File: src/verilog/scab_map.vh
/*
  Register map and field layout of the switched-capacitor type-A block
  second control register (four instances).
  Assumes: included by bare name from the design files, 8-bit register port.
*/
`ifndef SCAB_MAP_VH
`define SCAB_MAP_VH

// number of type-A blocks and register width
`define SCAB_NBLK        4
`define SCAB_DW          8
`define SCAB_AW          8

// second control register offsets, same in both banks
`define SCAB_CR2_B10     8'h82
`define SCAB_CR2_B12     8'h8A
`define SCAB_CR2_B21     8'h96
`define SCAB_CR2_B23     8'h9E

// first control register offsets, held elsewhere, read as zero here
`define SCAB_CR1_B10     8'h81
`define SCAB_CR1_B12     8'h89
`define SCAB_CR1_B21     8'h95
`define SCAB_CR1_B23     8'h9D

// field positions
`define SCAB_GATE_BIT    7
`define SCAB_CMPEN_BIT   6
`define SCAB_OFFC_BIT    5
`define SCAB_CAP_MSB     4
`define SCAB_CAP_LSB     0
`define SCAB_CAP_W       5

// reset value and capacitor array size
`define SCAB_CR2_RST     8'h00
`define SCAB_UNITS       31

`endif

File: src/verilog/scab_ctrl2.v
/*
  Second control register of four switched-capacitor type-A blocks and the
  switch-gating logic that the register steers: column bus gate, comparator
  line, offset-cancel switches and C-branch capacitor unit select.
  Assumes: single clock mclk, phase and comparator inputs come from the analog
  clock generator and comparators (asynchronous), phase_swap_select comes from
  the first control register logic on mclk. The bank bit is not decoded.
*/
// Contract
// - column gate field 0: analog column bus drive stays high impedance
// - column gate field 1: output connects, form picked by phase-swap select
// - swap 0: connect only in late part of second phase
// - swap 1: drive the column bus continuously
// - comparator enable puts latched result on comparator bus, else withholds it
// - undriven comparator bus reads low
// - comparator sampled on first phase rise, held through second phase
// - offset cancel 1: short during first phase; caps ground then amp input
// - offset cancel 0: short open, caps on amp input in both phases
// - offset cancel also enables the summing-node switch pair
// - offset cancel field exported to feedback switch one logic
// - capacitor size field is a binary count of 0 to 31 units
// - four independent registers at 82h, 8Ah, 96h, 9Eh in both banks
`include "scab_map.vh"

module scab_ctrl2 (
  // clock, reset, enable
  input  wire         mclk,
  input  wire         nrst,
  input  wire         ce,
  // register port
  input  wire [7:0]   reg_addr,
  input  wire [7:0]   reg_wdata,
  input  wire         reg_wr,
  input  wire         reg_rd,
  output reg  [7:0]   reg_rdata,
  // analog timing and comparator inputs, one bit per block
  input  wire [3:0]   first_phase,
  input  wire [3:0]   second_phase,
  input  wire [3:0]   sample_window,
  input  wire [3:0]   comp_result,
  // from first control register logic, same clock
  input  wire [3:0]   phase_swap_select,
  // column bus switches
  output reg  [3:0]   col_bus_oe,
  output reg  [3:0]   comp_line_out,
  output reg  [3:0]   comp_line_oe,
  output reg  [3:0]   comp_latched,
  // offset-cancel switches
  output reg  [3:0]   offset_short_sw,
  output reg  [3:0]   cap_to_gnd,
  output reg  [3:0]   cap_to_amp,
  output reg  [3:0]   sum_node_sw,
  output reg  [3:0]   offset_cancel_enable,
  // capacitor array select
  output reg  [19:0]  c_branch_cap_size,
  output reg  [123:0] c_unit_en
);

  // address to one-hot block select
  function [3:0] blk_sel;
    input [7:0] a;
    begin
      case (a)
        `SCAB_CR2_B10: blk_sel = 4'h1;
        `SCAB_CR2_B12: blk_sel = 4'h2;
        `SCAB_CR2_B21: blk_sel = 4'h4;
        `SCAB_CR2_B23: blk_sel = 4'h8;
        default:       blk_sel = 4'h0;
      endcase
    end
  endfunction

  // binary count to thermometer of unit capacitors
  function [30:0] unit_thermo;
    input [4:0] n;
    integer     k;
    begin
      unit_thermo = 31'h00000000;
      for (k = 0; k < `SCAB_UNITS; k = k + 1)
      begin
        unit_thermo[k] = (k < n);
      end
    end
  endfunction

  // register storage
  reg  [7:0]  ctl_q [0:3];
  reg  [3:0]  fph_s1_q;
  reg  [3:0]  fph_s2_q;
  reg  [3:0]  fph_prev_q;
  reg  [3:0]  sph_s1_q;
  reg  [3:0]  sph_s2_q;
  reg  [3:0]  swin_s1_q;
  reg  [3:0]  swin_s2_q;
  reg  [3:0]  cmp_s1_q;
  reg  [3:0]  cmp_s2_q;
  reg  [3:0]  cmp_hold_q;

  wire [3:0]  wr_sel;
  wire [3:0]  rd_sel;
  wire [3:0]  fph_rise;
  reg  [7:0]  rd_mux;

  assign wr_sel   = reg_wr ? blk_sel(reg_addr) : 4'h0;
  assign rd_sel   = reg_rd ? blk_sel(reg_addr) : 4'h0;
  // edge taken from second stage only, never from the first
  assign fph_rise = fph_s2_q & ~fph_prev_q;

  // read mux, unmapped offsets read zero
  always @*
  begin
    case (rd_sel)
      4'h1:    rd_mux = ctl_q[0];
      4'h2:    rd_mux = ctl_q[1];
      4'h4:    rd_mux = ctl_q[2];
      4'h8:    rd_mux = ctl_q[3];
      default: rd_mux = 8'h00;
    endcase
  end

  // register port: data stand one cycle after the read strobe only
  always @(posedge mclk)
  begin
    if (!nrst)
    begin
      reg_rdata <= 8'h00;
    end
    else if (ce)
    begin
      reg_rdata <= rd_mux;
    end
  end

  // two-stage synchronisers for analog-side inputs
  always @(posedge mclk)
  begin
    if (!nrst)
    begin
      fph_s1_q   <= 4'h0;
      fph_s2_q   <= 4'h0;
      fph_prev_q <= 4'h0;
      sph_s1_q   <= 4'h0;
      sph_s2_q   <= 4'h0;
      swin_s1_q  <= 4'h0;
      swin_s2_q  <= 4'h0;
      cmp_s1_q   <= 4'h0;
      cmp_s2_q   <= 4'h0;
    end
    else if (ce)
    begin
      fph_s1_q   <= first_phase;
      fph_s2_q   <= fph_s1_q;
      fph_prev_q <= fph_s2_q;
      sph_s1_q   <= second_phase;
      sph_s2_q   <= sph_s1_q;
      swin_s1_q  <= sample_window;
      swin_s2_q  <= swin_s1_q;
      cmp_s1_q   <= comp_result;
      cmp_s2_q   <= cmp_s1_q;
    end
  end

  // per-block field vectors, lifted out of the register words
  reg  [3:0]  gate_en;
  reg  [3:0]  cmp_en;
  reg  [3:0]  offc_en;
  reg  [19:0] cap_sz;
  // loop indices, one per process so each keeps a single driver
  integer     fj;
  integer     rj;
  integer     lj;
  integer     cj;
  integer     mj;
  integer     oj;
  integer     uj;

  // column bus gate: swap 1 drives steadily, swap 0 only in the late window
  function col_gate;
    input en;
    input swap;
    input sph;
    input win;
    begin
      if (!en)
      begin
        col_gate = 1'b0;
      end
      else if (swap)
      begin
        col_gate = 1'b1;
      end
      else
      begin
        col_gate = sph & win;
      end
    end
  endfunction

  // field split of all four register words
  always @*
  begin
    gate_en = 4'h0;
    cmp_en  = 4'h0;
    offc_en = 4'h0;
    cap_sz  = 20'h00000;
    for (fj = 0; fj < `SCAB_NBLK; fj = fj + 1)
    begin
      gate_en[fj]       = ctl_q[fj][`SCAB_GATE_BIT];
      cmp_en[fj]        = ctl_q[fj][`SCAB_CMPEN_BIT];
      offc_en[fj]       = ctl_q[fj][`SCAB_OFFC_BIT];
      cap_sz[fj*5 +: 5] = ctl_q[fj][`SCAB_CAP_MSB:`SCAB_CAP_LSB];
    end
  end

  // control registers, all fields read/write
  always @(posedge mclk)
  begin
    if (!nrst)
    begin
      for (rj = 0; rj < `SCAB_NBLK; rj = rj + 1)
      begin
        ctl_q[rj] <= `SCAB_CR2_RST;
      end
    end
    else if (ce)
    begin
      for (rj = 0; rj < `SCAB_NBLK; rj = rj + 1)
      begin
        if (wr_sel[rj])
        begin
          ctl_q[rj] <= reg_wdata;
        end
      end
    end
  end

  // comparator latch: sampled on first-phase rise, held through second phase
  // result taken from the same sync depth as the phase, so both stay aligned
  always @(posedge mclk)
  begin
    if (!nrst)
    begin
      cmp_hold_q <= 4'h0;
    end
    else if (ce)
    begin
      for (lj = 0; lj < `SCAB_NBLK; lj = lj + 1)
      begin
        if (fph_rise[lj])
        begin
          cmp_hold_q[lj] <= cmp_s2_q[lj];
        end
      end
    end
  end

  // column bus gate, registered so the analog side sees no glitches
  always @(posedge mclk)
  begin
    if (!nrst)
    begin
      col_bus_oe <= 4'h0;
    end
    else if (ce)
    begin
      for (cj = 0; cj < `SCAB_NBLK; cj = cj + 1)
      begin
        col_bus_oe[cj] <= col_gate(gate_en[cj], phase_swap_select[cj], sph_s2_q[cj], swin_s2_q[cj]);
      end
    end
  end

  // comparator line: low when withheld so an idle comparator bus reads low
  always @(posedge mclk)
  begin
    if (!nrst)
    begin
      for (mj = 0; mj < `SCAB_NBLK; mj = mj + 1)
      begin
        comp_line_out[mj] <= 1'b0;
        comp_line_oe[mj]  <= 1'b0;
        comp_latched[mj]  <= 1'b0;
      end
    end
    else if (ce)
    begin
      for (mj = 0; mj < `SCAB_NBLK; mj = mj + 1)
      begin
        comp_line_out[mj] <= cmp_en[mj] & cmp_hold_q[mj];
        comp_line_oe[mj]  <= cmp_en[mj];
        comp_latched[mj]  <= cmp_hold_q[mj];
      end
    end
  end

  // offset-cancel switches follow the synchronised phases
  // phases lag the pins by the sync depth; the analog side tolerates it
  always @(posedge mclk)
  begin
    if (!nrst)
    begin
      for (oj = 0; oj < `SCAB_NBLK; oj = oj + 1)
      begin
        offset_short_sw[oj]      <= 1'b0;
        cap_to_gnd[oj]           <= 1'b0;
        cap_to_amp[oj]           <= 1'b0;
        sum_node_sw[oj]          <= 1'b0;
        offset_cancel_enable[oj] <= 1'b0;
      end
    end
    else if (ce)
    begin
      for (oj = 0; oj < `SCAB_NBLK; oj = oj + 1)
      begin
        offset_short_sw[oj]      <= offc_en[oj] & fph_s2_q[oj];
        cap_to_gnd[oj]           <= offc_en[oj] & fph_s2_q[oj];
        cap_to_amp[oj]           <= ~offc_en[oj] | sph_s2_q[oj];
        sum_node_sw[oj]          <= offc_en[oj];
        offset_cancel_enable[oj] <= offc_en[oj];
      end
    end
  end

  // capacitor select: binary code and unit thermometer per block
  always @(posedge mclk)
  begin
    if (!nrst)
    begin
      for (uj = 0; uj < `SCAB_NBLK; uj = uj + 1)
      begin
        c_branch_cap_size[uj*5 +: 5] <= 5'h00;
        c_unit_en[uj*31 +: 31]       <= 31'h00000000;
      end
    end
    else if (ce)
    begin
      for (uj = 0; uj < `SCAB_NBLK; uj = uj + 1)
      begin
        c_branch_cap_size[uj*5 +: 5] <= cap_sz[uj*5 +: 5];
        c_unit_en[uj*31 +: 31]       <= unit_thermo(cap_sz[uj*5 +: 5]);
      end
    end
  end

endmodule // scab_ctrl2

File: config.mk
export PLATFORM = sky130hd
export DESIGN_NAME = scab_ctrl2
export DESIGN_NICKNAME = d
export VERILOG_FILES = /design/src/verilog/scab_ctrl2.v
export VERILOG_INCLUDE_DIRS = /design/src /design/src/verilog
export SDC_FILE = /design/constraint.sdc
export NUM_CORES = 1
export LEC_CHECK = 0
export BUFFER_PORTS_ARGS = -buffer_cell sky130_fd_sc_hd__clkbuf_2
export CORE_MARGIN = 4
export CORE_UTILIZATION = 30
export DETAILED_ROUTE_END_ITERATION = 16
export PLACE_DENSITY = 0.51
export SYNTH_ARGS = -nofsm -noshare
export SYNTH_HDL_FRONTEND = slang
export SYNTH_SLANG_ARGS = --single-unit
File: constraint.sdc
create_clock -name mclk -period 4 [get_ports mclk]
set_clock_uncertainty 0.15 [all_clocks]
set_input_delay 0.4 -clock mclk [delete_from_list [all_inputs] [get_ports mclk]]
set_output_delay 0.4 -clock mclk [all_outputs]
set_load 0.02 [all_outputs]
Word-level counts from Yosys, hierarchy flattened
Memories as Yosys holds them, arrays and structs flattened.
Index checks and enable logic that the tools add are counted.
{"block": "word_totals", "romBits": 0, "ramBits": 32, "word_cells": 219, "latch_bits": 0, "n_memories": 1, "register_bits": 220}
{"memory": "ctl_q", "depth": 4, "word_bits": 8, "read_ports": 4, "rd_clocked_by_memory_dff": 0, "write_ports": 4, "line_no": "scab_ctrl2.v:87", "rtl": "reg [7:0] ctl_q [0:3];"}
{"block": "op_classes", "add_sub_neg": 0, "n_reduce_logical": 4, "div": 0, "bitwise": 26, "magnitude_cmp": 124, "muxes": 33, "multipliers": 0, "eq_ne": 8, "n_shift": 0}
{"op": "less-than comparator 5 bit, first input constant", "count": 60}
{"op": "less-than comparator 4 x 5 -> 1 bit, first input constant", "count": 32}
{"op": "less-than comparator 3 x 5 -> 1 bit, first input constant", "count": 16}
{"op": "less-than comparator 1 x 5 -> 1 bit, first input constant", "count": 8}
{"op": "less-than comparator 2 x 5 -> 1 bit, first input constant", "count": 8}
{"op": "== test 8 bit, second input constant", "count": 4}
{"op": "two-way mux 8 bit", "count": 4}
{"op": "case mux 8 bit (4 select lines)", "count": 1}
{"op": "two-way mux 1 bit", "count": 25}
{"op": "case mux 4 bit (4 select lines)", "count": 1}
{"op": "AND 1 bit", "count": 12}
{"op": "two-way mux 4 bit", "count": 2}
{"op": "bitwise OR 1 bit", "count": 8}
{"op": "AND reduction 2 bit", "count": 4}
{"op": "AND 4 bit", "count": 1}
{"op": "== test 4 x 1 -> 1 bit, second input constant", "count": 1}
{"op": "== test 4 x 2 -> 1 bit, second input constant", "count": 1}
{"op": "== test 4 x 3 -> 1 bit, second input constant", "count": 1}
{"op": "== test 4 bit, second input constant", "count": 1}
{"op": "NOT 1 bit", "count": 4}
{"op": "NOT 4 bit", "count": 1}

Logic depth before layout (Yosys ltp)
{"block": "depth", "ltp_word": 8, "mapped_depth": 7, "depth_no_buf": 4}

Worst setup path after synthesis
Ideal clock, no wire load.
{"block": "synth_path", "kind": "input to register", "start": "input reg_addr[0]", "end": "memory ctl_q[0][0], enable pin", "arrival_time_ns": 1.739, "required_time_ns": 3.466, "setup_slack_ns": 1.727, "path_buffers": 0, "cell_stages": 3, "cell_sequence": "and4bb_1 or3b_4 o21ai_0"}
{"item": "start: declaration", "line_no": "scab_ctrl2.v:31", "rtl": "input wire [7:0] reg_addr,"}
{"item": "end: declaration", "line_no": "scab_ctrl2.v:87"}

==> qor.csv <==
stage,metric,value,unit
synth,avgSynthCellArea,9.35,um^2
floorplanning,start_util,0.305,
timing,slew_headroom,0.286,
cts,insertion_delay,540,ps
drt,wl_per_cell,19.1,um
cts,cts_buffer_depth,3,
critical_path,cp-start-kind,flop,
placement,place_hpwl,21300,um
timing,period_share,0.518,
drt,route.vias.total,8015,
synth,synthArstFlopShare,0,
timing,max_clock_freq,483,MHz
synth,syn_nets,1075,
critical_path,cp_max_fo,16,
drt,wl,31400,um
cts,cts_tree,done,
min_path,worst_hold_path_type,in2reg,
drt,dr.first_iter.drc_count,571,
synth,synth_edf_count,32,
floorplanning,coreArea,31700,um^2
timing,finalMaxSlewViolations,0,
drt,ant_nets,0,
cts,clock_sinks,248,
cts,clk_pin_slew,60,ps
cells_and_area,final_nets,1263,
cts,cts_buffers,28,
cells_and_area,final_core_util,0.383,
cts,htreeDepth,1,
drt,drt_pass1_iterations,4,
synth,synth_cell_types,48,
cells_and_area,layoutNonFillerInstCount,1645,
timing,setup_tns,0,ps
floorplanning,die_y,188,um
cells_and_area,antenna_cells,0,
floorplanning,num_io_pins,229,
power,p_per_area,510,nW/um^2
critical_path,critical_path_class,reg2reg,
floorplanning,die_w,188,um
drt,viasPerCell,4.87,
flow_run,drv_cap,0,
critical_path,cp-end-kind,flop,
synth,synth_area,9670,um^2
global_route,grt_max_degree,157,
timing,finalHoldViolCount,0,
timing,rsz0062_at_grt,no,
synth,synthFlopType,dfxtp_1,
timing,worst-slew-pin-transition,1060,ps
placement,dp_cells,1577,
floorplanning,dieArea,35200,um^2
placement,gp_congestion,0.781,
global_route,gr-usage-all-layers,0.170,
cells_and_area,drive_above_1_share,0.240,
cells_and_area,area_growth,25.7,%
synth,yosysWarnings,0,
power,peakVddDrop,0.283,mV
cts,root_buffer,clkbuf_16,
floorplanning,rows,65,
global_route,grt_pass1_vias,7763,
global_route,grt.overflow.total,0,
timing,period_minus_slack,2070,ps
cells_and_area,final_common_cell,clkbuf_2,
critical_path,crit_required,4240,ps
placement,port_buffers,228,
status,status,finished clean,
cells_and_area,final_cell_mix,"clkbuf_2 (227), dfxtp_1 (216), nor2_1 (147), a21oi_1 (104), mux2i_1 (85)",
critical_path,arrival,2310,ps
global_route,grt_antenna_before_repair,0,
power,cellLeakagePower,5.26,nW
timing,setup_violations,0,
synth,seq_area_frac_synth,0.547,
global_route,grt_first_pass_wirelength,47700,um
synth,syn-instance-count,1034,
drt,drc_errors,0,
synth,synth-seq-cells,248,
[cell usage after synthesis, types with 3 or more instances]
library cell	instances	area, um^2
nor2_1	147	552
buf_2	33	165
a211oi_1	4	30.0
nor3_1	10	50.1
nand4_1	5	31.3
nor2b_1	5	31.3
clkbuf_1	47	176
buf_4	16	120
dfxtp_1	216	4320
o2bb2ai_1	6	52.6
nand2b_1	14	87.6
o21a_1	3	22.5
o21ai_0	50	250
o211ai_1	9	67.6
a31oi_1	16	100
a22o_1	8	70.1
o22ai_1	20	125
nand2_1	83	312
edfxtp_1	32	961
nand3_1	31	155
buf_1	3	11.3
mux2i_1	85	851
and3_1	5	31.3
and2_1	39	244
or3_1	5	31.3
nand3b_1	5	37.5
o311ai_0	5	43.8
inv_1	5	18.8
a21oi_1	104	521
[layer usage]
metal	global-route usage	share of wire	vias to the layer above
met3	0.0294	0.047	47
met5	0	0	-
li1	-	-	3958
met2	0.261	0.44	210
met1	0.248	0.48	3800
met4	0.0435	0.024	0
[power by group]
group          switching, mW  internal [mW]  leakage [nW]
clock                   1.05           1.78         0.515
sequential             0.129           2.65          2.08
combinational          0.389          0.206          2.67
total                   1.57           4.63          5.26
[registers in the layout, indices dropped and copies added (netlist names), 8 cells and up]
register	cells
c_unit_en	121
ctl_q	32
c_branch_cap_size	19
reg_rdata	8
[stage by stage]
stage / worst slack [ps] / power, mW / instance area [um^2] / hold WS (ps)
after floorplan: 1730 / 3.17 / 9670 / 301
after global placement: 1470 / 3.41 / 11000 / 299
after detailed placement: 1490 / 3.42 / 11000 / 303
after CTS: 1900 / 6.28 / 12200 / 21.0
after global routing: 1750 / 6.46 / 12200 / 32.3
final: 1930 / 6.20 / 12200 / 42.6
[cell families after synthesis]
family | count (synthesis) | share of synthesized area
mux | 85 | 0.0880
buf+inv | 106 | 0.0516
xor+xnor | 1 | 0.000906
simple gates | 358 | 0.171
flops | 248 | 0.547
compound gates | 236 | 0.142
[timing repair]
action / in CTS / in global routing
hold buffers: 17 / 0
setup buffers: 0 / 0
resized for setup: 0 / 0
endpoints found under the setup margin: 0 / 0
hold endpoints to repair: 18 / 0
[worst max-delay path: stages (launching register included)]
cell,delay (ps)
edfxtp_1,680
nor3_1,920
a21oi_1,170
[worst paths after layout]
check / start / end / slack [ps] / depth (start not counted)
setup / recovery: ctl_q[1][4]$_SDFFCE_PN0P_ / c_unit_en[36]$_SDFFE_PN0P_ / 1930 / 2
setup reg to reg: ctl_q[1][4]$_SDFFCE_PN0P_ / c_unit_en[36]$_SDFFE_PN0P_ / 1930 / 2
hold / removal: reg_wdata[6] / ctl_q[0][6]$_SDFFCE_PN0P_ / 40 / 2
hold reg to reg: c_unit_en[110]$_SDFFE_PN0P_ / c_unit_en[110]$_SDFFE_PN0P_ / 310 / 2
[area by class of cell]
type                            count  area [um^2]
Timing Repair Buffer              257         1420
Clock buffer                       38          831
Inverter                            7         28.8
Fill cell                        3249        19600
Multi-Input combinational cell    680         3890
Sequential cell                   248         5290
Tap cell                          402          503
Clock inverter                     13          204
(Power assumes the default switching activity.)
